### src/rtl/mwd_pkg.sv
// Purpose: Constants and types for the microword format decoder
// Assumes: Word bit 0 is the most significant bit of a 32-bit microword
// Notes:   Field positions count from that leftmost bit
package mwd_pkg;
  // Register byte offsets
  localparam logic [7:0] OFF_WORD  = 8'h00;
  localparam logic [7:0] OFF_CUR   = 8'h04;
  localparam logic [7:0] OFF_OPND  = 8'h08;
  localparam logic [7:0] OFF_LATCH = 8'h0C;
  localparam logic [7:0] OFF_STAT  = 8'h10;
  localparam logic [7:0] OFF_NEXT  = 8'h14;
  localparam logic [7:0] OFF_BBUS  = 8'h18;
  localparam logic [7:0] OFF_DADDR = 8'h1C;
  localparam logic [7:0] OFF_MREG  = 8'h20;
  localparam logic [7:0] OFF_AD    = 8'h24;
  // Microword field positions (leftmost bit of field)
  localparam int F_CONST8 = 0;
  localparam int F_HI4    = 0;
  localparam int F_LO4    = 4;
  localparam int F_AREG   = 8;
  localparam int F_SPCODE = 11;
  localparam int F_CB5    = 16;
  localparam int B_KHALF  = 19;
  localparam int F_NEXT   = 20;
  localparam int F_CL     = 24;
  localparam int B_ASUP   = 28;
  localparam int B_DSUP   = 29;
  localparam int B_SEL30  = 30;
  localparam int B_SEL31  = 31;
  // Decode values
  localparam logic [3:0] CL_SPECIAL = 4'hF;
  localparam logic [4:0] SPC_QUAD   = 5'h04;
  localparam logic [4:0] SPC_INSTR  = 5'h05;
  localparam logic [7:0] DEST_MAX  = 8'h0F;
  // Status register bit positions
  localparam int ST_BUSY = 0;
  localparam int ST_STEN = 1;
  localparam int ST_ADD  = 2;
  localparam int ST_ASUP = 3;
  localparam int ST_DSUP = 4;
  localparam int ST_DINV = 5;
  localparam int ST_SPECIAL = 6;
  localparam int ST_FMT  = 8;
  localparam int ST_SPXC = 12;
  // Reset values
  localparam logic [15:0] RST_ADDR = 16'h0000;
  localparam logic [31:0] RST_WORD = 32'h0000_0000;
  // Machine timing
  localparam int CLK_NS     = 40;
  localparam int CYCLE_NS   = 200;
  localparam int DATA_NS    = 400;
  localparam int INSTR_CLKS = (CYCLE_NS + CLK_NS - 1) / CLK_NS;
  localparam int DATA_CLKS  = (DATA_NS + CLK_NS - 1) / CLK_NS;
  // Word formats
  typedef enum logic [3:0] {
    FMT_SECTOR, FMT_FULLK, FMT_STATREG, FMT_KSTAT,
    FMT_REGXFER, FMT_FETCH1, FMT_FETCH4, FMT_STORE
  } mwd_fmt_t;
endpackage

### src/rtl/mwd_decoder.sv
// Purpose: Microword format decoder with APB register access
// Assumes: Software supplies the word, current address and memory latch data
// Notes:   Results commit at the end of the machine cycle (5 or 10 clocks)
//
// Implementation choices: the register addresses and the APB register port.
`timescale 1ns/1ns
module mwd_decoder #(
  parameter int ADDR_W = 8
) (
  // Clock and reset
  input  wire logic              pclk,
  input  wire logic              presetn,
  // APB slave
  input  wire logic              psel,
  input  wire logic              penable,
  input  wire logic              pwrite,
  input  wire logic [ADDR_W-1:0] paddr,
  input  wire logic [31:0]       pwdata,
  output logic      [31:0]       prdata,
  output logic                   pready,
  output logic                   pslverr
);

  // Parameter check
  if (ADDR_W < 6 || ADDR_W > 8) begin : g_bad_addr
    $error("mwd_decoder: ADDR_W must be 6 to 8");
  end

  // Field extraction, leftmost word bit is bit 0
  function automatic logic [3:0] f4(input logic [31:0] w, input int first);
    return w[31-first -: 4];
  endfunction
  function automatic logic [7:0] f8(input logic [31:0] w, input int first);
    return w[31-first -: 8];
  endfunction
  function automatic logic wb(input logic [31:0] w, input int n);
    return w[31-n];
  endfunction
  // Byte n of a fetched word, byte 0 leftmost
  function automatic logic [7:0] lbyte(input logic [31:0] w, input logic [1:0] n);
    return w[31-8*n -: 8];
  endfunction
  // Register address match
  function automatic logic hit(input logic [ADDR_W-1:0] a, input logic [7:0] off);
    return a == off[ADDR_W-1:0];
  endfunction

  // Registers
  logic [31:0] word_reg;
  logic [15:0] cur_reg;
  logic [15:0] opnd_reg;
  logic [31:0] latch_reg;
  logic [15:0] next_reg;
  logic [7:0]  bbus_reg;
  logic [15:0] daddr_reg;
  logic [7:0]  mreg [0:3];
  logic [7:0]  asrc_reg;
  logic [7:0]  ddst_reg;
  logic        busy_reg;
  logic [3:0]  cnt_reg;
  logic        sten_reg;
  logic        add_reg;
  logic        asup_reg;
  logic        dsup_reg;
  logic        dinv_reg;
  logic        special_reg;
  logic [3:0]  fmt_reg;
  logic [4:0]  spxc_reg;
  logic        pready_reg;
  logic        pslverr_reg;
  logic [31:0] prdata_reg;

  // Decode results
  mwd_pkg::mwd_fmt_t fmt_c;
  logic        asupf_c;
  logic        dsupf_c;
  logic        special_c;
  logic [4:0]  spxc_c;
  logic [3:0]  k4_c;
  logic [7:0]  khalf_c;
  logic [7:0]  bbus_c;
  logic [15:0] next_c;
  logic [15:0] daddr_c;
  logic        sten_c;
  logic        add_c;
  logic        asup_c;
  logic        dsup_c;
  logic        dinv_c;
  logic        fetch_c;
  logic [7:0]  asrc_c;
  logic [7:0]  ddst_c;
  logic        acc;
  logic        commit;
  logic [31:0] rd_c;
  logic        map_c;

  assign acc    = psel && penable && pready_reg;
  assign commit = busy_reg && (cnt_reg == (fetch_c ? 4'(mwd_pkg::DATA_CLKS - 1)
                                                   : 4'(mwd_pkg::INSTR_CLKS - 1)));

  // Format selection and field interpretation
  always_comb begin
    asupf_c   = wb(word_reg, mwd_pkg::B_ASUP);
    dsupf_c   = wb(word_reg, mwd_pkg::B_DSUP);
    spxc_c    = word_reg[31-mwd_pkg::F_SPCODE -: 5];
    special_c = (f4(word_reg, mwd_pkg::F_CL) == mwd_pkg::CL_SPECIAL) && !asupf_c && dsupf_c;
    k4_c    = f4(word_reg, mwd_pkg::F_LO4);
    khalf_c = wb(word_reg, mwd_pkg::B_KHALF) ? {k4_c, 4'h0} : {4'h0, k4_c};
    bbus_c  = 8'h00;
    sten_c  = 1'b0;
    add_c   = 1'b0;
    asup_c  = asupf_c;
    dsup_c  = dsupf_c;
    dinv_c  = 1'b0;
    fetch_c = 1'b0;
    asrc_c  = f8(word_reg, mwd_pkg::F_AREG);
    ddst_c  = f8(word_reg, mwd_pkg::F_AREG);
    next_c  = {cur_reg[15:8], f8(word_reg, mwd_pkg::F_NEXT)};
    daddr_c = daddr_reg;
    if (asupf_c && dsupf_c) begin
      case ({wb(word_reg, mwd_pkg::B_SEL30), wb(word_reg, mwd_pkg::B_SEL31)})
        2'b11:   fmt_c = mwd_pkg::FMT_REGXFER;
        2'b01:   fmt_c = mwd_pkg::FMT_FETCH1;
        2'b00:   fmt_c = mwd_pkg::FMT_FETCH4;
        default: fmt_c = mwd_pkg::FMT_STORE;
      endcase
    end else begin
      case ({wb(word_reg, mwd_pkg::B_SEL30), wb(word_reg, mwd_pkg::B_SEL31)})
        2'b10:   fmt_c = mwd_pkg::FMT_FULLK;
        2'b00:   fmt_c = mwd_pkg::FMT_SECTOR;
        2'b11:   fmt_c = mwd_pkg::FMT_KSTAT;
        default: fmt_c = mwd_pkg::FMT_STATREG;
      endcase
    end
    case (fmt_c)
      mwd_pkg::FMT_FULLK: begin
        bbus_c = f8(word_reg, mwd_pkg::F_CONST8);
      end
      mwd_pkg::FMT_SECTOR: begin
        bbus_c       = (f4(word_reg, mwd_pkg::F_HI4) == 4'h0) ? 8'h00 : opnd_reg[15:8];
        next_c[11:8] = f4(word_reg, mwd_pkg::F_LO4);
      end
      mwd_pkg::FMT_KSTAT: begin
        bbus_c = khalf_c;
        sten_c = 1'b1;
      end
      mwd_pkg::FMT_STATREG: begin
        bbus_c = (k4_c == 4'h0) ? 8'h00 : opnd_reg[15:8];
        sten_c = 1'b1;
      end
      mwd_pkg::FMT_REGXFER: begin
        bbus_c = (f4(word_reg, mwd_pkg::F_CB5) == 4'h0) ? 8'h00 : opnd_reg[15:8];
        ddst_c = f8(word_reg, mwd_pkg::F_CONST8);
        asup_c = (asrc_c == 8'h00);
        dsup_c = (ddst_c == 8'h00);
        dinv_c = (ddst_c > mwd_pkg::DEST_MAX);
      end
      mwd_pkg::FMT_FETCH1: begin
        asup_c  = 1'b1;
        dsup_c  = 1'b1;
        fetch_c = 1'b1;
        daddr_c = {daddr_reg[15:12], f4(word_reg, mwd_pkg::F_HI4), opnd_reg[7:0]};
      end
      mwd_pkg::FMT_FETCH4: begin
        bbus_c  = khalf_c;
        add_c   = 1'b1;
        fetch_c = 1'b1;
        daddr_c = {daddr_reg[15:12], f4(word_reg, mwd_pkg::F_HI4), opnd_reg[7:0]};
      end
      default: begin
        asup_c = 1'b1;
        dsup_c = 1'b1;
      end
    endcase
    if (special_c) begin
      add_c  = 1'b1;
      asup_c = 1'b1;
      dsup_c = 1'b1;
      if (spxc_c == mwd_pkg::SPC_QUAD) begin
        daddr_c[14:12] = bbus_c[2:0];
      end
      if (spxc_c == mwd_pkg::SPC_INSTR) begin
        next_c[14:8] = bbus_c[6:0];
      end
    end
  end

  // Machine cycle sequencer, a new word is ignored while busy
  always_ff @(posedge pclk or negedge presetn) begin
    if (!presetn) begin
      busy_reg <= 1'b0;
      cnt_reg  <= 4'h0;
    end else if (commit) begin
      busy_reg <= 1'b0;
      cnt_reg  <= 4'h0;
    end else if (busy_reg) begin
      cnt_reg <= cnt_reg + 4'h1;
    end else if (acc && pwrite && hit(paddr, mwd_pkg::OFF_WORD)) begin
      busy_reg <= 1'b1;
    end
  end

  // Software-written word and operands
  always_ff @(posedge pclk or negedge presetn) begin
    if (!presetn) begin
      word_reg  <= mwd_pkg::RST_WORD;
      opnd_reg  <= mwd_pkg::RST_ADDR;
      latch_reg <= mwd_pkg::RST_WORD;
    end else if (acc && pwrite) begin
      if (hit(paddr, mwd_pkg::OFF_WORD) && !busy_reg) begin
        word_reg <= pwdata;
      end
      if (hit(paddr, mwd_pkg::OFF_OPND)) begin
        opnd_reg <= pwdata[15:0];
      end
      if (hit(paddr, mwd_pkg::OFF_LATCH)) begin
        latch_reg <= pwdata;
      end
    end
  end

  // Current address: committed next address wins over a software write
  always_ff @(posedge pclk or negedge presetn) begin
    if (!presetn) begin
      cur_reg <= mwd_pkg::RST_ADDR;
    end else if (commit) begin
      cur_reg <= next_c;
    end else if (acc && pwrite && hit(paddr, mwd_pkg::OFF_CUR)) begin
      cur_reg <= pwdata[15:0];
    end
  end

  // Decode results latched at end of machine cycle
  always_ff @(posedge pclk or negedge presetn) begin
    if (!presetn) begin
      next_reg <= mwd_pkg::RST_ADDR;
      bbus_reg <= 8'h00;
      daddr_reg <= mwd_pkg::RST_ADDR;
      asrc_reg <= 8'h00;
      ddst_reg <= 8'h00;
      sten_reg <= 1'b0;
      add_reg  <= 1'b0;
      asup_reg <= 1'b0;
      dsup_reg <= 1'b0;
      dinv_reg <= 1'b0;
      special_reg <= 1'b0;
      fmt_reg  <= 4'h0;
      spxc_reg <= 5'h00;
    end else if (commit) begin
      next_reg <= next_c;
      bbus_reg <= bbus_c;
      daddr_reg <= daddr_c;
      asrc_reg <= asrc_c;
      ddst_reg <= ddst_c;
      sten_reg <= sten_c;
      add_reg  <= add_c;
      asup_reg <= asup_c;
      dsup_reg <= dsup_c;
      dinv_reg <= dinv_c;
      special_reg <= special_c;
      fmt_reg  <= 4'(fmt_c);
      spxc_reg <= spxc_c;
    end
  end

  // Memory byte 0: selected byte on either fetch
  always_ff @(posedge pclk or negedge presetn) begin
    if (!presetn) begin
      mreg[0] <= 8'h00;
    end else if (commit && fetch_c) begin
      mreg[0] <= lbyte(latch_reg, daddr_c[1:0]);
    end
  end

  // Memory bytes 1 to 3: straight copy on four-byte fetch
  for (genvar i = 1; i < 4; i++) begin : g_mreg
    always_ff @(posedge pclk or negedge presetn) begin
      if (!presetn) begin
        mreg[i] <= 8'h00;
      end else if (commit && fmt_c == mwd_pkg::FMT_FETCH4) begin
        mreg[i] <= lbyte(latch_reg, 2'(i));
      end
    end
  end

  // Read data selection
  always_comb begin
    map_c = 1'b1;
    rd_c  = 32'h0000_0000;
    if (hit(paddr, mwd_pkg::OFF_WORD)) begin
      rd_c = word_reg;
    end else if (hit(paddr, mwd_pkg::OFF_CUR)) begin
      rd_c[15:0] = cur_reg;
    end else if (hit(paddr, mwd_pkg::OFF_OPND)) begin
      rd_c[15:0] = opnd_reg;
    end else if (hit(paddr, mwd_pkg::OFF_LATCH)) begin
      rd_c = latch_reg;
    end else if (hit(paddr, mwd_pkg::OFF_STAT)) begin
      rd_c[mwd_pkg::ST_BUSY]        = busy_reg;
      rd_c[mwd_pkg::ST_STEN]        = sten_reg;
      rd_c[mwd_pkg::ST_ADD]         = add_reg;
      rd_c[mwd_pkg::ST_ASUP]        = asup_reg;
      rd_c[mwd_pkg::ST_DSUP]        = dsup_reg;
      rd_c[mwd_pkg::ST_DINV]        = dinv_reg;
      rd_c[mwd_pkg::ST_SPECIAL]     = special_reg;
      rd_c[mwd_pkg::ST_FMT +: 4]    = fmt_reg;
      rd_c[mwd_pkg::ST_SPXC +: 5]   = spxc_reg;
    end else if (hit(paddr, mwd_pkg::OFF_NEXT)) begin
      rd_c[15:0] = next_reg;
    end else if (hit(paddr, mwd_pkg::OFF_BBUS)) begin
      rd_c[7:0] = bbus_reg;
    end else if (hit(paddr, mwd_pkg::OFF_DADDR)) begin
      rd_c[15:0] = daddr_reg;
    end else if (hit(paddr, mwd_pkg::OFF_MREG)) begin
      rd_c = {mreg[0], mreg[1], mreg[2], mreg[3]};
    end else if (hit(paddr, mwd_pkg::OFF_AD)) begin
      rd_c[15:0] = {asrc_reg, ddst_reg};
    end else begin
      map_c = 1'b0;
    end
  end

  // APB answer: one wait state, error on unmapped address
  always_ff @(posedge pclk or negedge presetn) begin
    if (!presetn) begin
      pready_reg  <= 1'b0;
      pslverr_reg <= 1'b0;
      prdata_reg  <= 32'h0000_0000;
    end else if (psel && penable && !pready_reg) begin
      pready_reg  <= 1'b1;
      pslverr_reg <= !map_c;
      prdata_reg  <= pwrite ? 32'h0000_0000 : rd_c;
    end else begin
      pready_reg  <= 1'b0;
      pslverr_reg <= 1'b0;
    end
  end

  assign prdata  = prdata_reg;
  assign pready  = pready_reg;
  assign pslverr = pslverr_reg;
endmodule // mwd_decoder

### config.mk
export PLATFORM = sky130hd
export DESIGN_NAME = mwd_decoder
export DESIGN_NICKNAME = d
export VERILOG_FILES = /design/src/rtl/mwd_pkg.sv /design/src/rtl/mwd_decoder.sv
export SDC_FILE = /design/constraint.sdc
export NUM_CORES = 1
export LEC_CHECK = 0
export BUFFER_PORTS_ARGS = -buffer_cell sky130_fd_sc_hd__buf_2
export CAP_MARGIN = 20
export CORE_AREA = 2 2 193 119
export CTS_BUF_LIST = sky130_fd_sc_hd__clkbuf_16
export DETAILED_ROUTE_END_ITERATION = 10
export DIE_AREA = 0 0 195 121
export GPL_TIMING_DRIVEN = 0
export PLACE_DENSITY = 0.73
export SETUP_SLACK_MARGIN = 0.15
export SLEW_MARGIN = 20
export SYNTH_ARGS = -nofsm -noshare
export SYNTH_HDL_FRONTEND = slang
export SYNTH_SLANG_ARGS = --single-unit
### constraint.sdc
create_clock -name pclk -period 7.9 [get_ports pclk]
set_input_delay 0.395 -clock pclk [delete_from_list [all_inputs] [get_ports pclk]]
set_output_delay 0.395 -clock pclk [all_outputs]
set_load 0.005 [all_outputs]
* Word-level counts from Yosys, hierarchy flattened
Cells that the tools add are included.
** Word-level totals
- Register bits after elaboration :: 237
- Input bits :: 45
- Output and inout port bits :: 34
- Word-level logic and storage cells :: 162
** Operators by class
- $add $sub $neg :: 2
- Magnitude comparators :: 1
- Eq/ne operators :: 22
- Shift-type cells :: 1
- Multiplexer cells :: 71
- Bitwise logic cells :: 1
- Reductions and logical operators :: 36
** Operators by type and width (count)
- two-way mux 16 bit :: 18
- two-way mux 32 bit :: 3
- two-way mux 8 bit :: 6
- two-way mux 15 bit :: 3
- case mux 8 bit (5 select lines) :: 1
- variable part select 39 x 33 -> 8 bit :: 1
- == test 8 x 5 -> 1 bit, second input constant :: 4
- zero test 8 bit :: 3
- two-way mux 24 bit :: 1
- two-way mux 1 bit :: 23
- two-way mux 7 bit :: 3
- two-way mux 4 bit :: 5
- == test 8 x 4 -> 1 bit, second input constant :: 2
- == test 8 x 6 -> 1 bit, second input constant :: 2
- zero test 4 bit :: 4
- logical AND 1 bit :: 13
- == test 4 x 3 -> 1 bit, second input constant :: 3
- case mux 2 bit (3 select lines) :: 2
- == test 5 x 3 -> 1 bit, second input constant :: 2
- AND reduction 2 bit :: 5
- two-way mux 9 bit :: 1
- == test 4 x 2 -> 1 bit, second input constant :: 2
- == test 8 x 3 -> 1 bit, second input constant :: 1
- > comparator 8 x 4 -> 1 bit, second input constant :: 1
- other kinds (16) :: 25

* Depth between registers and ports, before layout
Gate-level depths: netlist (run 1).
- Depth after elaboration :: 19
- Mapped depth :: 11
- Mapped depth without buffers :: 7

* Worst setup path before layout (run 1)
Ideal clock, no wire load.
- Kind :: register to register
- Start point :: reg word_reg[0]
- End point :: reg mreg[10] (netlist name)
- Library setup time :: 0.125 ns
- Arrival :: 2.359 ns
- Slack :: 5.416 ns
- Stages on the path, launching flop included :: 10
- Clock period less this slack :: 2.484 ns
- Cell sequence :: dfrtp_1 inv_1 ha_1 clkbuf_1 o21ba_2 o21ai_2 mux2_2 nand2_1 buf_2 mux2_2
** On the way
- Longest elaborated chain between the ends :: 10
** RTL lines
- start: declaration :: line mwd_decoder.sv:49 : logic [31:0] word_reg;
- start signal: assignment :: line mwd_decoder.sv:206 : word_reg <= mwd_pkg::RST_WORD;
- start signal: assignment :: line mwd_decoder.sv:211 : word_reg <= pwdata;
- == test 2 bit, or another cell as far along :: line mwd_decoder.sv:121, mwd_decoder.sv:128
- case mux 2 bit (3 select lines), on equally long branches :: line mwd_decoder.sv:128, mwd_decoder.sv:121
- two-way mux 4 bit (*) :: line mwd_decoder.sv:120 : if (asupf_c && dsupf_c) begin
- == test 4 x 3 -> 1 bit, on equally long branches :: line mwd_decoder.sv:135, mwd_decoder.sv:280
- OR reduction 2 bit (no line)
- two-way mux 1 bit :: line mwd_decoder.sv:135 : case (fmt_c)
- two-way mux 4 bit :: line mwd_decoder.sv:98 : assign commit = busy_reg && (cnt_reg == (fetch_c ? 4'(mwd_pkg::DATA_CLKS - 1)
- == test 4 bit :: line mwd_decoder.sv:98
- logical AND 1 bit :: line mwd_decoder.sv:98
- logical AND 1 bit (*) :: line mwd_decoder.sv:280 : end else if (commit && fmt_c == mwd_pkg::FMT_FETCH4) begin
- end signal: indexed assignment :: line mwd_decoder.sv:281 : mreg[i] <= lbyte(latch_reg, 2'(i));
- end: declaration :: line mwd_decoder.sv:56 : logic [7:0] mreg [0:3];
Mark *: on every way between the ends. The rest lies on a longest branch, timed or not.
A chain may end at the register's enable or synchronous reset.

* Worst setup path after layout (run 1)
- Start point :: reg word_reg[0]
- End point :: reg daddr_reg[1]
** On the way
- Longest elaborated chain between the ends :: 9
** RTL lines
- == test 2 bit, or another cell as far along :: line mwd_decoder.sv:121, mwd_decoder.sv:128
- case mux 2 bit (3 select lines), on equally long branches :: line mwd_decoder.sv:128, mwd_decoder.sv:121
- two-way mux 4 bit (*) :: line mwd_decoder.sv:120
- == test 4 x 3 -> 1 bit :: line mwd_decoder.sv:135
- OR reduction 2 bit (no line) (*)
- two-way mux 1 bit :: line mwd_decoder.sv:135
- two-way mux 4 bit :: line mwd_decoder.sv:98
- == test 4 bit :: line mwd_decoder.sv:98
- logical AND 1 bit :: line mwd_decoder.sv:98
- end signal: assignment :: line mwd_decoder.sv:238 : daddr_reg <= mwd_pkg::RST_ADDR;
- end signal: assignment :: line mwd_decoder.sv:252 : daddr_reg <= daddr_c;
- end: declaration :: line mwd_decoder.sv:55 : logic [15:0] daddr_reg;
Marked as above.

==> impl_metrics.toml, run 1 <==
[outcome]
status = "finished clean"

[synthesis]
ys_async_sr_fraction_pct = 100
ys_types = 80
synth_nets = 1128
netlist_area_mm2 = 0.0116
yosysSeqAreaShare_pct = 49.7
synth_ff_type = "dfrtp_1"
yosysWarnings = 0
syn_avg_cell_area_um2 = 10.8
synth_area_leaders = "dfrtp_1 50%, mux2_2 11%, nand2_1 5.2%, mux2i_1 3.6%, o21ai_0 3.3%"
yosys.area.top_type = "dfrtp_1"
synth_edf_count = 0
netlist_instances = 1078
synth.top_cell.area_share_pct = 49.7
synth-seq-cells = 231

[drt]
drcViolationCount = 0
drtIter0Drc = 1336
routed_wirelength_um = 44100
viasPerCell = 6.73
vias = 9956
wl_per_cell_um = 29.9
final_antenna_net_count = 0
drt-pass1-iter-count = 6

[pwr]
power_frac_comb_pct = 5.4
switching_share_pct = 23.9
powerDensity_mw_per_mm2 = 182
p_seq_share_pct = 49.7
p_leak_uw = 0.00629
power_frac_clock_pct = 44.9
intPower_uw = 1820
ir_drop_mv = 0.140
power.switching_uw = 573

[finish]
regArea_mm2 = 0.00578
final_util_pct = 60.4
fin_nets = 1230
layout_common_cells = "231 x dfrtp_1, 161 x nand2_1, 114 x mux2_2"
drive_gt1_share_pct = 24.8
n_antenna_cell = 0
fillCellCount = 1841
final_common_cell = "dfrtp_1"
syn_to_final_growth_pct = 13.0
multi_input_comb_area_mm2 = 0.00546

[sta]
setup-tns-final_ns = 0
clock_skew_ns = 0.0129
rsz0062_at_grt = "false"
min_period_over_period_pct = 42.9
tightest_slew_ns = 1.19
hold_viol_final = 0
period_needed_ns = 3.39
fmaxAchievable_mhz = 295
slew_violations = 0
setup_viol = 0
slew-limit-headroom_pct = 19.4

[placed_design]
gp_congestion = 1.03
port_buffers = 75
dpl.hpwl_um = 32600

[die]
num_rows = 42
core-area_mm2 = 0.0218
initial_core_util_pct = 53.5
design.portCount = 79
die_area_mm2 = 0.0236
die_h_um = 121
die_w_um = 195

[run]
maxCapViolCount = 0

[global_route]
grt_pass1_wl_um = 65100
grt_max_degree = 95
overflow = 0
gr-usage-all-layers_pct = 38.1
use_met1_pct = 56.8
use_met2_pct = 51.4
grt_busiest_layer = "met1"
antenna_found_initial = 2
grt_pass1_vias = 9631
met3_usage_pct = 15.3

[setup_path]
crit_path_max_fanout = 10
critPathLaunchType = "register"
path_class = "register to register"
arrival_ns = 3.76
required_ns = 8.27
crit_path_end_kind = "register"

[clocking]
cts_sinks = 231
clk_latency_ns = 0.53
clock_path_buffers = 3
cts-htree-levels = 1
tritoncts = "yes"
cts_buffers = 22
clockRootBuffer = "clkbuf_16"
clk_pin_slew_ns = 0.07
cts_resized = 0

[min_path]
hp-class = "primary input to register"
power by group through the flow:
stage | Combinational [uW] | Clock, uW | Sequential, uW
finish | 129 | 1080 | 1190
CTS | 126 | 1080 | 1190
global placement | 121 | 0 | 1210
floorplan | 50.0 | 0 | 1210
detailed placement | 125 | 0 | 1210
global route | 138 | 1130 | 1190
cell type report:
class / count / area share, %
clock inverter: 15 / 1.15
buffer: 75 / 2.69
tap: 286 / 2.72
timing repair buffer: 78 / 3.43
multi-input combinational: 762 / 41.5
sequential: 231 / 44.0
inverter: 10 / 0.286
clock buffer: 22 / 4.19
layer usage:
layer / up-vias / part of all wire, %
met3: 75 / 15
li1: 4183 / -
met1: 5029 / 43
met5: - / 0
met2: 669 / 39
met4: 0 / 2.6
per-stage QoR:
step / hold slack (ns) / setup WS [ns] / area, um^2 / cells / total power (uW)
after floorplan: 0.0994 / 5.42 / 11600 / 1078 / 1260
after global placement: 0.456 / 2.32 / 12400 / 1439 / 1330
after detailed placement: 0.318 / 4.67 / 12400 / 1441 / 1340
after CTS: 0.104 / 4.63 / 13100 / 1479 / 2400
after global routing: 0.116 / 4.34 / 13100 / 1479 / 2450
final: 0.112 / 4.51 / 13100 / 1479 / 2400
worst max-delay path, stage by stage (launching register included):
cell and delay, ns:
dfrtp_1 0.40, inv_1 0.11, ha_1 0.21, clkbuf_1 0.22
o21ba_2 0.27, o21ai_2 0.29, mux2i_2 0.72, clkbuf_1 0.45
buf_2 0.40, o21ai_0 0.15
path summary, 6_finish.rpt:
path | startpoint | endpoint | slack (ns) | cells after the start
setup / recovery | word_reg[0]$_DFFE_PN0P_ | daddr_reg[1]$_DFFE_PN0P_ | 4.51 | 9
hold / removal | pwdata[27] | latch_reg[27]$_DFFE_PN0P_ | 0.11 | 2
setup reg to reg | word_reg[0]$_DFFE_PN0P_ | daddr_reg[1]$_DFFE_PN0P_ | 4.51 | 9
hold reg to reg | prdata[31]$_DFFE_PN0P_ | prdata[31]$_DFFE_PN0P_ | 0.47 | 2
max in group asynchronous | presetn | word_reg[28]$_DFFE_PN0P_ | 6.32 | 4
min in group asynchronous | presetn | latch_reg[7]$_DFFE_PN0P_ | 0.36 | 2
synth_stat cells (4+ instances only):
master    count
a31oi_1       4
a222oi_1     17
a21o_1        9
a311oi_2      4
o22ai_1      11
mux2i_1      42
o211ai_1      7
mux4_2        9
ha_1          5
clkbuf_1     29
nor2b_1      14
inv_1         9
mux2_1       13
a211oi_1      7
dfrtp_1     231
nand2b_1      6
o21ai_1      15
nor2_1       33
and2_1        9
a22o_1        8
a221oi_1      4
o21ai_0      76
a32oi_1       5
nor3_1       26
nand3_1      15
buf_2        34
nand4_1       6
mux2_2      114
nand2_1     161
buf_1         7
and3_1        7
a21oi_1      44
a22oi_1      15
cells by family after synthesis:
logic type | after synthesis | synth area share, %
compound gates | 263 | 15.2
fa+ha+maj | 5 | 0.538
flops | 231 | 49.7
mux | 180 | 17.9
buf+inv | 85 | 3.37
simple gates | 313 | 13.2
xor+xnor | 1 | 0.0753
what timing repair did:
action	4_1_cts	5_1_grt
setup buffers	0	0
hold buffers	1	0
hold endpoints to repair	48	0
Power figures use the tool's default switching activity.
==> inputs of run 2 (changes only) <==
==> constraint.sdc (replaced) <==
create_clock -name pclk -period 3.3 [get_ports pclk]
set_input_delay 0.165 -clock pclk [delete_from_list [all_inputs] [get_ports pclk]]
set_output_delay 0.165 -clock pclk [all_outputs]
set_load 0.005 [all_outputs]
==> impl_metrics.toml, run 2 (synthesis gave the netlist of run 1 again) <==
[placed_design]
post_dp_cell_area_mm2 = 0.0124
place_ws_ns = 0.0742
gp_congestion = 1.03
dpl.hpwl_um = 32600
port_buffers = 75

[finish]
drive_gt1_share_pct = 24.6
final_common_cell = "dfrtp_1"
final_util_pct = 62.1
syn_to_final_growth_pct = 16.2
layout_common_cells = "231 x dfrtp_1, 160 x nand2_1, 114 x mux2_2"
fin_nets = 1264
design_area_mm2 = 0.0135

[sta]
min_period_over_period_pct = 91.8
setup_viol = 0
clock_skew_ns = 0.0131
slew-limit-headroom_pct = 23.9
rsz0062_at_grt = "true"
period_needed_ns = 3.03
fmaxAchievable_mhz = 330
hold_viol_final = 0
setup_slack_ns = 0.269
slew_violations = 0
tightest_slew_ns = 1.13

[setup_path]
arrival_ns = 3.42
critPathLaunchType = "register"
crit_path_max_fanout = 10
crit_path_end_kind = "register"
r2r_setup_slack_ns = 0.27
required_ns = 3.69
reg2reg_depth = 10
path_class = "register to register"
worstReg2RegEnd = "cur_reg[4]$_DFFE_PN0P_"
r2r-start = "word_reg[0]$_DFFE_PN0P_"
startpoint = "word_reg[0]$_DFFE_PN0P_"

[drt]
vias = 10100
drcViolationCount = 0
routed_wirelength_um = 44500
drtIter0Drc = 1568
final_antenna_net_count = 0
wl_per_cell_um = 29.4
viasPerCell = 6.69
drt-pass1-iter-count = 6

[die]
die_area_mm2 = 0.0236
die_w_um = 195
die_h_um = 121
num_rows = 42
initial_core_util_pct = 53.5
core-area_mm2 = 0.0218
design.portCount = 79

[pwr]
power.switching_uw = 1380
switching_share_pct = 23.9
ir_drop_mv = 0.333
p_seq_share_pct = 49.4
powerDensity_mw_per_mm2 = 427
power_frac_clock_pct = 44.7
intPower_uw = 4390
power_frac_comb_pct = 5.9
p_leak_uw = 0.00644
p_total_uw = 5770

[clocking]
clock_path_buffers = 3
clk_pin_slew_ns = 0.06
tritoncts = "yes"
clockRootBuffer = "clkbuf_16"
cts_buffers = 22
cts-htree-levels = 1
cts_sinks = 231
clk_latency_ns = 0.53

[global_route]
overflow = 0
grt_max_degree = 95
gr-usage-all-layers_pct = 38.3
grt_pass1_wl_um = 65500
grt_pass1_vias = 9736
antenna_found_initial = 2

[outcome]
status = "finished clean"

[min_path]
hp-class = "primary input to asynchronous set/reset pin"

[run]
maxCapViolCount = 0
run 2: cell types whose count changed in the layout (fill, tap and decap cells not counted), moves of 2 or more:
cell           previous run  this run
buf_4                     3         7
buf_2                   108       106
mux2i_4                   0         2
dlygate4sd3_1             1        33
clkbuf_1                 29        26
mux2i_2                   2         0
clkbuf_2                  0         3
diode_2                   0         2
run 2: final cells by class:
cell class | count | area (um^2)
flip-flops and latches | 231 | 5780
diodes | 2 | 5.00
clock buffers | 22 | 551
inverters | 10 | 37.5
well taps | 286 | 358
multi-input cells | 762 | 5490
plain buffers | 75 | 363
fillers | 1798 | 8240
clock inverters | 15 | 151
repair buffers | 112 | 786
run 2: worst max-delay path by stage:
stage / end / slack (ns) / cells past startpoint
after global placement: latch_reg[26]$_DFFE_PN0P_ / -2.05 / 1
after detailed placement: next_reg[15]$_DFFE_PN0P_ / 0.07 / 10
final: cur_reg[4]$_DFFE_PN0P_ / 0.27 / 10
after global routing: cur_reg[4]$_DFFE_PN0P_ / 0.13 / 10
after CTS: cur_reg[3]$_DFFE_PN0P_ / 0.14 / 9
after floorplan: mreg[10]$_DFFE_PN0P_ / 0.82 / 9
run 2: critical path, cell delays in order (launching register included):
cell      delay [ns]
dfrtp_1         0.40
inv_1           0.11
ha_1            0.21
clkbuf_1        0.22
o21ba_2         0.29
o21ai_4         0.27
mux2_2          0.46
buf_2           0.24
buf_2           0.27
nand2_1         0.28
o21ai_0         0.14
run 2: power by group through the flow:
stage	Clock, uW	Sequential, uW	Combinational (uW)
after floorplan	0	2900	120
after global placement	0	2900	289
after detailed placement	0	2900	299
after CTS	2590	2850	330
after global routing	2690	2850	360
final	2580	2850	338
run 2: metrics by stage:
stage               hold slack, ns  instances  setup TNS, ns
floorplan                   -0.131       1078              0
global placement             0.411       1439        -466.55
detailed placement          0.0876       1441              0
CTS                          0.125       1511              0
global route                 0.169       1513              0
finish                       0.127       1515              0
run 2: what timing repair did:
item,4_1_cts,5_1_grt
endpoints found under the hold margin,161,0
buffers inserted,0,2
hold buffers,33,0
setup endpoints to repair,47,83
resized for setup,2,13
run 2: metal layers:
metal  up-vias  GRT usage [%]  share of wire (%)
li1       4253              -                  -
met1      5073           57.1                 43
met2       720           52.0                 39
met3        88           14.7                 15
met4         0           8.97                2.9
met5         -              0                  0
